<file path="src/osw_pkg.sv">
`default_nettype none

package osw_pkg;

  // ----------------------------------------------------------------------
  // Register map (byte addresses on the plain register port)
  // ----------------------------------------------------------------------
  localparam int ADDR_W = 8;
  localparam int DATA_W = 32;
  localparam logic [7:0] ADDR_CTRL_ONE = 8'h00;
  localparam logic [7:0] ADDR_CTRL_THREE = 8'h04;
  localparam logic [7:0] ADDR_CONFIG = 8'h08;
  localparam logic [7:0] ADDR_MODE = 8'h0C;
  localparam logic [7:0] ADDR_STATUS = 8'h10;
  localparam logic [7:0] ADDR_REMAIN = 8'h14;

  // ----------------------------------------------------------------------
  // Field positions
  // ----------------------------------------------------------------------
  localparam int CTRL_ONE_SEL_LSB = 0;
  localparam int CTRL_THREE_SEL_BIT = 0;
  localparam int CFG_VARIANT_LSB = 0;
  localparam int CFG_EXT_CLK_BIT = 2;
  localparam int MODE_SLEEP_BIT = 0;
  localparam int MODE_ACTIVE_BIT = 1;
  localparam int MODE_SUB_TARGET_BIT = 2;
  localparam int STAT_STATE_LSB = 0;
  localparam int STAT_SYSCLK_BIT = 2;
  localparam int STAT_OSC_BIT = 3;
  localparam int STAT_EXT_CODE_BIT = 4;
  localparam int STAT_MISMATCH_BIT = 5;

  // ----------------------------------------------------------------------
  // Wait counter width and cycle counts
  // ----------------------------------------------------------------------
  localparam int CNT_W = 18;
  localparam logic [17:0] CYC_2 = 18'h00002;
  localparam logic [17:0] CYC_4 = 18'h00004;
  localparam logic [17:0] CYC_8 = 18'h00008;
  localparam logic [17:0] CYC_16 = 18'h00010;
  localparam logic [17:0] CYC_32 = 18'h00020;
  localparam logic [17:0] CYC_128 = 18'h00080;
  localparam logic [17:0] CYC_256 = 18'h00100;
  localparam logic [17:0] CYC_512 = 18'h00200;
  localparam logic [17:0] CYC_1024 = 18'h00400;
  localparam logic [17:0] CYC_2048 = 18'h00800;
  localparam logic [17:0] CYC_4096 = 18'h01000;
  localparam logic [17:0] CYC_8192 = 18'h02000;
  localparam logic [17:0] CYC_16384 = 18'h04000;
  localparam logic [17:0] CYC_32768 = 18'h08000;
  localparam logic [17:0] CYC_65536 = 18'h10000;
  localparam logic [17:0] CYC_131072 = 18'h20000;
  localparam logic [17:0] CNT_LAST = 18'h00001;
  localparam logic [17:0] CNT_ZERO = 18'h00000;

  // ----------------------------------------------------------------------
  // Codes, states, variants
  // ----------------------------------------------------------------------
  localparam logic [2:0] EXT_CODE_3BIT = 3'h5;
  localparam logic [3:0] EXT_CODE_4BIT = 4'h5;

  typedef enum logic [1:0] {
    VAR_FIRST3 = 2'b00,
    VAR_SECOND3 = 2'b01,
    VAR_FOUR = 2'b10
  } osw_variant_type;

  typedef enum logic [1:0] {
    ST_ACTIVE = 2'b00,
    ST_HALT = 2'b01,
    ST_SUB = 2'b10,
    ST_WAIT = 2'b11
  } osw_state_type;

  typedef struct packed {
    logic wait_sel_bit3;
    logic wait_sel_bit2;
    logic wait_sel_bit1;
    logic wait_sel_bit0;
  } osw_sel_type;

  typedef struct packed {
    logic [7:0] addr;
    logic [31:0] wdata;
    logic wr;
    logic rd;
  } osw_bus_type;

  // Reset values
  localparam osw_sel_type RST_SEL = 4'h0;
  localparam osw_variant_type RST_VARIANT = VAR_FOUR;

endpackage : osw_pkg

`default_nettype wire

</file>
<file path="src/osw_wait_lookup.sv">
`default_nettype none

module osw_wait_lookup (
  // Selection
  input wire osw_pkg::osw_variant_type variant,
  input wire osw_pkg::osw_sel_type sel,
  // Result
  output logic [17:0] cycles,
  output logic ext_code
);

  // ----------------------------------------------------------------------
  // Code to cycle count, per product variant
  // ----------------------------------------------------------------------
  function automatic logic [17:0] osw_decode(
    input osw_pkg::osw_variant_type v,
    input logic [3:0] c
  );
    logic [17:0] r;
    r = osw_pkg::CYC_8192;
    case (v)
      osw_pkg::VAR_FIRST3: begin
        case (c[2:0])
          3'h0: r = osw_pkg::CYC_8192;
          3'h1: r = osw_pkg::CYC_16384;
          3'h2: r = osw_pkg::CYC_32768;
          3'h3: r = osw_pkg::CYC_65536;
          3'h4: r = osw_pkg::CYC_131072;
          3'h5: r = osw_pkg::CYC_2;
          3'h6: r = osw_pkg::CYC_8;
          default: r = osw_pkg::CYC_16;
        endcase
      end
      osw_pkg::VAR_SECOND3: begin
        case (c[2:0])
          3'h0: r = osw_pkg::CYC_8192;
          3'h1: r = osw_pkg::CYC_16384;
          3'h2: r = osw_pkg::CYC_1024;
          3'h3: r = osw_pkg::CYC_2048;
          3'h4: r = osw_pkg::CYC_4096;
          3'h5: r = osw_pkg::CYC_256;
          3'h6: r = osw_pkg::CYC_512;
          default: r = osw_pkg::CYC_16;
        endcase
      end
      osw_pkg::VAR_FOUR: begin
        case (c)
          4'h0: r = osw_pkg::CYC_8192;
          4'h1: r = osw_pkg::CYC_16384;
          4'h2: r = osw_pkg::CYC_1024;
          4'h3: r = osw_pkg::CYC_2048;
          4'h4: r = osw_pkg::CYC_4096;
          4'h5: r = osw_pkg::CYC_2;
          4'h6: r = osw_pkg::CYC_8;
          4'h7: r = osw_pkg::CYC_16;
          4'h8: r = osw_pkg::CYC_256;
          4'h9: r = osw_pkg::CYC_512;
          4'hA: r = osw_pkg::CYC_32768;
          4'hB: r = osw_pkg::CYC_65536;
          4'hC: r = osw_pkg::CYC_131072;
          4'hD: r = osw_pkg::CYC_4;
          4'hE: r = osw_pkg::CYC_32;
          default: r = osw_pkg::CYC_128;
        endcase
      end
      // Unused variant code falls back to the 8,192-cycle default
      default: r = osw_pkg::CYC_8192;
    endcase
    return r;
  endfunction : osw_decode

  // Count and external-clock code flag
  always_comb begin
    cycles = osw_decode(variant, sel);
    if (variant == osw_pkg::VAR_FOUR) begin
      ext_code = (sel == osw_pkg::EXT_CODE_4BIT);
    end else if (variant == osw_pkg::VAR_FIRST3) begin
      ext_code = (sel[2:0] == osw_pkg::EXT_CODE_3BIT);
    end else begin
      ext_code = 1'b0; // Second 3-bit variant has no external code
    end
  end

endmodule : osw_wait_lookup

`default_nettype wire

</file>
<file path="src/osw_wait_counter.sv">
`default_nettype none

module osw_wait_counter (
  // Clock and reset
  input wire logic clk,
  input wire logic resetn,
  // Control
  input wire logic load,
  input wire logic [17:0] load_value,
  input wire logic run,
  // Status
  output logic [17:0] remain,
  output logic last
);

  // ----------------------------------------------------------------------
  // Down counter clocked by the raw oscillator
  // ----------------------------------------------------------------------
  always_ff @(posedge clk) begin
    if (!resetn) begin
      remain <= osw_pkg::CNT_ZERO;
    end else if (load) begin
      remain <= load_value;
    end else if (run && remain != osw_pkg::CNT_ZERO) begin
      remain <= remain - osw_pkg::CNT_LAST;
    end
  end

  // Final counted cycle
  assign last = run && (remain == osw_pkg::CNT_LAST);

endmodule : osw_wait_counter

`default_nettype wire

</file>
<file path="src/osw_wait_ctrl.sv">
// Summary of operation
// Wake into active mode starts stabilization wait
// Count selected cycles, then supply system clock
// Software picks wait at least oscillator stabilization
// First 3-bit variant code to cycle table
// Second 3-bit variant code to cycle table
// 4-bit variant, top clear, cycle table
// 4-bit variant, top set, cycle table
// External clock: set code before transition
// Never external code with a resonator
// On-chip oscillator, first variant: 8,192 recommended
// Counter runs on oscillator clock cycles
`default_nettype none

module osw_wait_ctrl (
  // Clock and reset
  input wire logic clk,
  input wire logic resetn,
  // Register port
  input wire osw_pkg::osw_bus_type bus,
  output logic [31:0] rdata,
  // Wake event from the interrupt logic
  input wire logic wake_pin,
  // Clock control
  output logic osc_run,
  output logic sysclk_en,
  output osw_pkg::osw_state_type mode_state
);

  // ----------------------------------------------------------------------
  // Declarations
  // ----------------------------------------------------------------------
  // Configuration held for software, mode state and mode requests
  osw_pkg::osw_sel_type sel;
  osw_pkg::osw_variant_type variant;
  osw_pkg::osw_state_type state;
  osw_pkg::osw_state_type next_state;
  logic ext_clk;
  logic sub_target;
  logic sleep_req;
  logic active_req;
  // Wake synchroniser and edge detector
  logic wake_s1;
  logic wake_s2;
  logic wake_s3;
  logic wake_level;
  logic wake_rise;
  // Lookup and counter links
  logic [17:0] wait_cycles;
  logic ext_code;
  logic code_mismatch;
  logic cnt_load;
  logic cnt_run;
  logic [17:0] cnt_remain;
  logic cnt_last;
  // Decoded write strobes
  logic wr_ctrl_one;
  logic wr_ctrl_three;
  logic wr_config;
  logic wr_mode;

  // ----------------------------------------------------------------------
  // Register write decode
  // ----------------------------------------------------------------------
  // Write strobe for one mapped address; every register decodes the
  // same way, so the compare lives in one place
  function automatic logic write_hit(
    input osw_pkg::osw_bus_type b,
    input logic [7:0] a
  );
    return b.wr && (b.addr == a);
  endfunction : write_hit

  // One strobe per writable address; unmapped writes fall through unused
  assign wr_ctrl_one = write_hit(bus, osw_pkg::ADDR_CTRL_ONE);
  assign wr_ctrl_three = write_hit(bus, osw_pkg::ADDR_CTRL_THREE);
  assign wr_config = write_hit(bus, osw_pkg::ADDR_CONFIG);
  assign wr_mode = write_hit(bus, osw_pkg::ADDR_MODE);

  // Wait-select low three bits in the first control register
  always_ff @(posedge clk) begin
    if (!resetn) begin
      sel.wait_sel_bit2 <= osw_pkg::RST_SEL.wait_sel_bit2;
      sel.wait_sel_bit1 <= osw_pkg::RST_SEL.wait_sel_bit1;
      sel.wait_sel_bit0 <= osw_pkg::RST_SEL.wait_sel_bit0;
    end else if (wr_ctrl_one) begin
      sel.wait_sel_bit2 <= bus.wdata[osw_pkg::CTRL_ONE_SEL_LSB + 2];
      sel.wait_sel_bit1 <= bus.wdata[osw_pkg::CTRL_ONE_SEL_LSB + 1];
      sel.wait_sel_bit0 <= bus.wdata[osw_pkg::CTRL_ONE_SEL_LSB];
    end
  end

  // Top wait-select bit lives in the third control register
  // Each part of the select (low three bits, top bit) has its own strobe and process
  always_ff @(posedge clk) begin
    if (!resetn) begin
      sel.wait_sel_bit3 <= osw_pkg::RST_SEL.wait_sel_bit3;
    end else if (wr_ctrl_three) begin
      sel.wait_sel_bit3 <= bus.wdata[osw_pkg::CTRL_THREE_SEL_BIT];
    end
  end

  // Variant and clock source configuration
  // A variant code of 3 names no product group; the lookup then
  // falls back to the 8,192-cycle default
  always_ff @(posedge clk) begin
    if (!resetn) begin
      variant <= osw_pkg::RST_VARIANT;
      ext_clk <= 1'b0;
    end else if (wr_config) begin
      variant <= osw_pkg::osw_variant_type'(
        bus.wdata[osw_pkg::CFG_VARIANT_LSB +: 2]);
      ext_clk <= bus.wdata[osw_pkg::CFG_EXT_CLK_BIT];
    end
  end

  // Wake target: subactive instead of straight to active
  always_ff @(posedge clk) begin
    if (!resetn) begin
      sub_target <= 1'b0;
    end else if (wr_mode) begin
      sub_target <= bus.wdata[osw_pkg::MODE_SUB_TARGET_BIT];
    end
  end

  // Mode requests are single-cycle pulses taken from the write itself
  assign sleep_req = wr_mode && bus.wdata[osw_pkg::MODE_SLEEP_BIT];
  assign active_req = wr_mode && bus.wdata[osw_pkg::MODE_ACTIVE_BIT];

  // ----------------------------------------------------------------------
  // Wake pin synchroniser
  // ----------------------------------------------------------------------
  // Three stages; only the agreeing second and third stages are judged
  // The pin is not tied to clk, so the first stage may go metastable;
  // nothing but the second stage ever reads it
  always_ff @(posedge clk) begin
    if (!resetn) begin
      wake_s1 <= 1'b0;
      wake_s2 <= 1'b0;
      wake_s3 <= 1'b0;
    end else begin
      wake_s1 <= wake_pin;
      wake_s2 <= wake_s1;
      wake_s3 <= wake_s2;
    end
  end

  // Filtered level, updated only when two late stages agree
  always_ff @(posedge clk) begin
    if (!resetn) begin
      wake_level <= 1'b0;
    end else if (wake_s2 == wake_s3) begin
      wake_level <= wake_s3;
    end
  end

  // One-cycle wake pulse; the level resets low like the idle pin, so
  // releasing reset never shows a false edge
  assign wake_rise = (wake_s2 == wake_s3) && wake_s3 && !wake_level;

  // ----------------------------------------------------------------------
  // Cycle count lookup
  // ----------------------------------------------------------------------
  // Looked up from the live selection; the counter samples it only at
  // the load edge
  osw_wait_lookup u_lookup (
    .variant(variant),
    .sel(sel),
    .cycles(wait_cycles),
    .ext_code(ext_code)
  );

  // Software misuse: external code chosen while a resonator runs.
  // The block still honours the code; it only reports the hazard.
  assign code_mismatch = ext_code && !ext_clk;

  // ----------------------------------------------------------------------
  // Mode state machine
  // ----------------------------------------------------------------------
  // Count is sampled at wait entry, so later selection writes do not
  // shorten a wait already under way
  always_comb begin
    next_state = state;
    cnt_load = 1'b0;
    case (state)
      osw_pkg::ST_ACTIVE: begin
        if (sleep_req) begin
          next_state = osw_pkg::ST_HALT;
        end
      end
      osw_pkg::ST_HALT: begin
        if (wake_rise && sub_target) begin
          next_state = osw_pkg::ST_SUB;
        end else if (wake_rise) begin
          next_state = osw_pkg::ST_WAIT;
          cnt_load = 1'b1;
        end
      end
      osw_pkg::ST_SUB: begin
        if (active_req) begin
          next_state = osw_pkg::ST_WAIT;
          cnt_load = 1'b1;
        end else if (sleep_req) begin
          next_state = osw_pkg::ST_HALT;
        end
      end
      // Sleep and active requests are ignored here: the wait always
      // runs to its end before the system clock comes back
      osw_pkg::ST_WAIT: begin
        if (cnt_last) begin
          next_state = osw_pkg::ST_ACTIVE;
        end
      end
      default: begin
        next_state = osw_pkg::ST_ACTIVE;
      end
    endcase
  end

  // State register; reset leaves the device running
  always_ff @(posedge clk) begin
    if (!resetn) begin
      state <= osw_pkg::ST_ACTIVE;
    end else begin
      state <= next_state;
    end
  end

  // Counter advances only while waiting
  assign cnt_run = (state == osw_pkg::ST_WAIT);

  // Load takes priority over counting, so a new wait starts clean
  osw_wait_counter u_counter (
    .clk(clk),
    .resetn(resetn),
    .load(cnt_load),
    .load_value(wait_cycles),
    .run(cnt_run),
    .remain(cnt_remain),
    .last(cnt_last)
  );

  // ----------------------------------------------------------------------
  // Clock control outputs
  // ----------------------------------------------------------------------
  // Oscillator runs in active and during the wait; system clock only
  // once the full count has elapsed
  // Both come from next_state so they switch on the same edge as the
  // state register and never lag it by a cycle
  always_ff @(posedge clk) begin
    if (!resetn) begin
      osc_run <= 1'b1;
      sysclk_en <= 1'b1;
    end else begin
      osc_run <= (next_state == osw_pkg::ST_ACTIVE) ||
                 (next_state == osw_pkg::ST_WAIT);
      sysclk_en <= (next_state == osw_pkg::ST_ACTIVE);
    end
  end

  // State exported straight from its register
  assign mode_state = state;

  // ----------------------------------------------------------------------
  // Register read
  // ----------------------------------------------------------------------
  // Read data stand for exactly the cycle after the read strobe
  // Unmapped offsets read as zero; STATUS and REMAIN ignore writes
  always_ff @(posedge clk) begin
    if (!resetn) begin
      rdata <= 32'h00000000;
    end else if (bus.rd) begin
      case (bus.addr)
        osw_pkg::ADDR_CTRL_ONE: begin
          rdata <= {29'h00000000, sel.wait_sel_bit2, sel.wait_sel_bit1,
                    sel.wait_sel_bit0};
        end
        osw_pkg::ADDR_CTRL_THREE: begin
          rdata <= {31'h00000000, sel.wait_sel_bit3};
        end
        osw_pkg::ADDR_CONFIG: begin
          rdata <= {29'h00000000, ext_clk, variant};
        end
        osw_pkg::ADDR_MODE: begin
          rdata <= {29'h00000000, sub_target, 2'h0};
        end
        osw_pkg::ADDR_STATUS: begin
          rdata <= {26'h0000000, code_mismatch, ext_code, osc_run,
                    sysclk_en, state};
        end
        osw_pkg::ADDR_REMAIN: begin
          rdata <= {14'h0000, cnt_remain};
        end
        default: begin
          rdata <= 32'h00000000; // Unmapped reads return zero
        end
      endcase
    end else begin
      rdata <= 32'h00000000;
    end
  end

endmodule : osw_wait_ctrl

`default_nettype wire

</file>
<file path="config.mk">
export PLATFORM = sky130hd
export DESIGN_NAME = osw_wait_ctrl
export DESIGN_NICKNAME = d
export VERILOG_FILES = /design/src/osw_pkg.sv /design/src/osw_wait_lookup.sv /design/src/osw_wait_counter.sv /design/src/osw_wait_ctrl.sv
export SDC_FILE = /design/constraint.sdc
export NUM_CORES = 1
export LEC_CHECK = 0
export BUFFER_PORTS_ARGS = -buffer_cell sky130_fd_sc_hd__buf_4
export CAP_MARGIN = 10
export CORE_ASPECT_RATIO = 1.75
export CORE_MARGIN = 3
export CORE_UTILIZATION = 50
export CTS_BUF_LIST = sky130_fd_sc_hd__clkbuf_4 sky130_fd_sc_hd__clkbuf_8
export DETAILED_ROUTE_END_ITERATION = 6
export HOLD_SLACK_MARGIN = 0.15
export PLACE_DENSITY_LB_ADDON = 0.08
export RECOVER_POWER = 50
export SLEW_MARGIN = 20
export SYNTH_ARGS = -nofsm -noshare
export SYNTH_HDL_FRONTEND = slang
export SYNTH_SLANG_ARGS = --single-unit
</file>
<file path="constraint.sdc">
create_clock -name clk -period 2.75 [get_ports clk]
set_input_delay 0.275 -clock clk [delete_from_list [all_inputs] [get_ports clk]]
set_output_delay 0.275 -clock clk [all_outputs]
set_load 0.05 [all_outputs]
</file>
==> qor.yml <==
portBuffers: 37
postCtsSetupRepairBufs: 0
maxSlewHeadroom_pct: 27.4
synth.distinct_cells: 62
power.density_nw_per_um2: 447
hold_path_class: "input port to flip-flop"
grt_first_pass_wirelength_um: 11100
max-clock-path-buffers: 2
synth_top_area_share_pct: 37.0
first_iter_violations: 149
drt_first_pass_iters: 5
drt-total-wl_um: 6900
cts.sinks: 52
drtAntennaViolNets: 0
drv_cap: 0
path_class: "flip-flop to flip-flop"
pre_cts_ws_ns: 0.391
worstMarginPinSlew_ns: 1.09
synth_edf_count: 0
synth_area_leaders: "dfxtp_1 37%, ha_1 4.0%, and2_1 3.8%"
rsz0062_at_grt: "no"
htreeDepth: 2
dieHeight_um: 105
dieWidth_um: 62.7
grt_max_degree: 28
slew_viol_final: 0
grt_pass1_vias: 2337
dp_hpwl_um: 5270
period_share_pct: 82.6
routed_via_density: 5.80
vias: 2523
syn_to_final_growth_pct: 10.5
die_area_um2: 6590
synth_area_per_cell_um2: 8.55
final_layout_size_suffix_gt1_share_pct: 10.5
n_antenna_cell: 0
ios: 81
ys_ff_latch: 52
critical_path_arrival_ns: 2.50
drc: 0
fin_ws_ns: 0.479
clkTransAtPathRegs_ns: 0.09
cts_resized: 0
row_count: 35
syn_area_um2: 2810
clock_latency_ns: 0.31
yosysMostFrequentCell: "dfxtp_1"
cts_tree: "yes"
wire_per_inst_um: 15.9
hold_violations: 0
cp_data_required_time_ns: 2.97
placed_cells: 427
start_util_pct: 52.6
timing.fmax_mhz: 440
ir_drop_mv: 0.371
layout.nets: 414
synth_flop_cell: "dfxtp_1"
synth_common_cells: "52 x dfxtp_1, 28 x nor2_1, 24 x nand2_1"
syn-instance-count: 329
place_congestion: 0.954
cp_max_fo: 7
grt_util_all_layers_pct: 21.3
min_period_ns: 2.27
numCtsBuffers: 5
fin_skew_ns: 0.00913
p_leak_nw: 1.20
clock-root-buffer: "clkbuf_8"
hold_buffers: 0
overflow: 0
stdcell_count: 435
antenna_found_initial: 0
p_total_mw: 1.39
cp-start-kind: "flip-flop"
fp.coreArea_um2: 5340
ys_seq_area_share_pct: 37.0
finalSetupViolations: 0
synth_warnings: 0
status: "complete, no violations"
end_kind: "flip-flop"
setup_tns_ns: 0
async_flop_share_pct: 0
yosys.area.top_type: "dfxtp_1"
==> logic make-up (layout without fill, tap and decap cells) <==
kind of cell,after synthesis,after routing,synth area share (%)
and+or+nand+nor,142,142,28.1
AOI/OAI and AO/OA,65,65,15.9
DFF,52,52,37.0
buffers and inverters,38,57,7.25
muxes,13,13,4.76
adders and majority gates,9,9,4.01
xor gates and xnor gates,9,9,2.80
other,1,14,0.133
==> per-stage QoR <==
| stage | util, % | hold WS (ns) | area, um^2 |
|---|---|---|---|
| detailed placement | 57.8 | 0.424 | 3090 |
| global route | 58.2 | 0.181 | 3110 |
| floorplan | - | 0.400 | 2860 |
| CTS | 59.9 | 0.169 | 3200 |
| finish | 58.2 | 0.169 | 3110 |
| global placement | 57.8 | 0.418 | 3090 |
==> per-layer routing <==
layer / GRT usage (%) / share of wire [%] / up-vias
met4: 11.4 / 4.1 / 0
met2: 39.8 / 54 / 67
met5: 0 / 0 / -
met1: 21.9 / 38 / 1199
met3: 3.66 / 3.6 / 25
li1: - / - / 1232
==> worst max-delay path, stage by stage, from the launching register on <==
cell and delay [ns]:
dfxtp_1 0.48, ha_1 0.22, nor3b_1 0.41, nand2_1 0.21, a2111oi_0 0.57, nand4b_1 0.16, o311ai_1 0.14
==> cell type report <==
type                       instances  area, um^2
clock inverter                     2        35.0
inverter                           8        30.0
fill                             555        2230
tap                               74        92.6
sequential                        52        1040
multi-input combinational        252        1620
clock buffer                       6        76.3
timing repair buffer              41         218
==> placed cells by master, fill, tap and decap left out, types with 3 or more instances in the layout <==
master,netlist,routed
nor3b_1,3,3
conb_1,1,14
inv_1,8,8
o311ai_1,3,3
nand4_1,5,5
ha_1,9,9
xnor2_1,7,7
o21ai_0,14,14
a311oi_1,3,3
dfxtp_1,52,52
and3_1,5,5
mux2_2,3,3
nand2_1,24,24
nor2b_1,3,3
nor3_1,14,14
nand3_1,8,8
clkbuf_8,0,5
a21oi_1,13,13
a22oi_1,5,5
or3_1,6,6
nand2b_1,5,5
buf_4,14,17
clkbuf_1,14,24
nor2_1,28,28
nor4_1,7,7
and2_1,17,17
a211oi_1,3,3
o31ai_1,3,3
mux2i_1,10,10
==> worst paths after layout <==
| kind | depth (start not counted) | slack (ns) | to | from |
|---|---|---|---|---|
| max | 6 | 0.48 | u_counter.remain[7] | mode_state[0] |
| min | 2 | 0.17 | wake_s1 | wake_pin |
| min reg2reg | 1 | 0.44 | wake_s2 | wake_s1 |
| max reg2reg | 6 | 0.48 | u_counter.remain[7] | mode_state[0] |
==> flip-flops by register name (all words and copies together), names as in the netlist <==
register          flops
ext_clk               1
mode_state            2
osc_run               1
rdata                18
sel                   4
sub_target            1
sysclk_en             1
u_counter.remain     18
variant               2
wake_level            1
wake_s1               1
wake_s2               1
wake_s3               1
==> power by group <==
group	leakage (nW)	total, mW	internal [mW]	switching, mW
registers	0.419	0.756	0.754	0.00109
clock network	0.0586	0.537	0.280	0.256
logic	0.725	0.0958	0.0223	0.0735
total	1.20	1.39	1.06	0.331
Power figures use the tool's default switching activity.
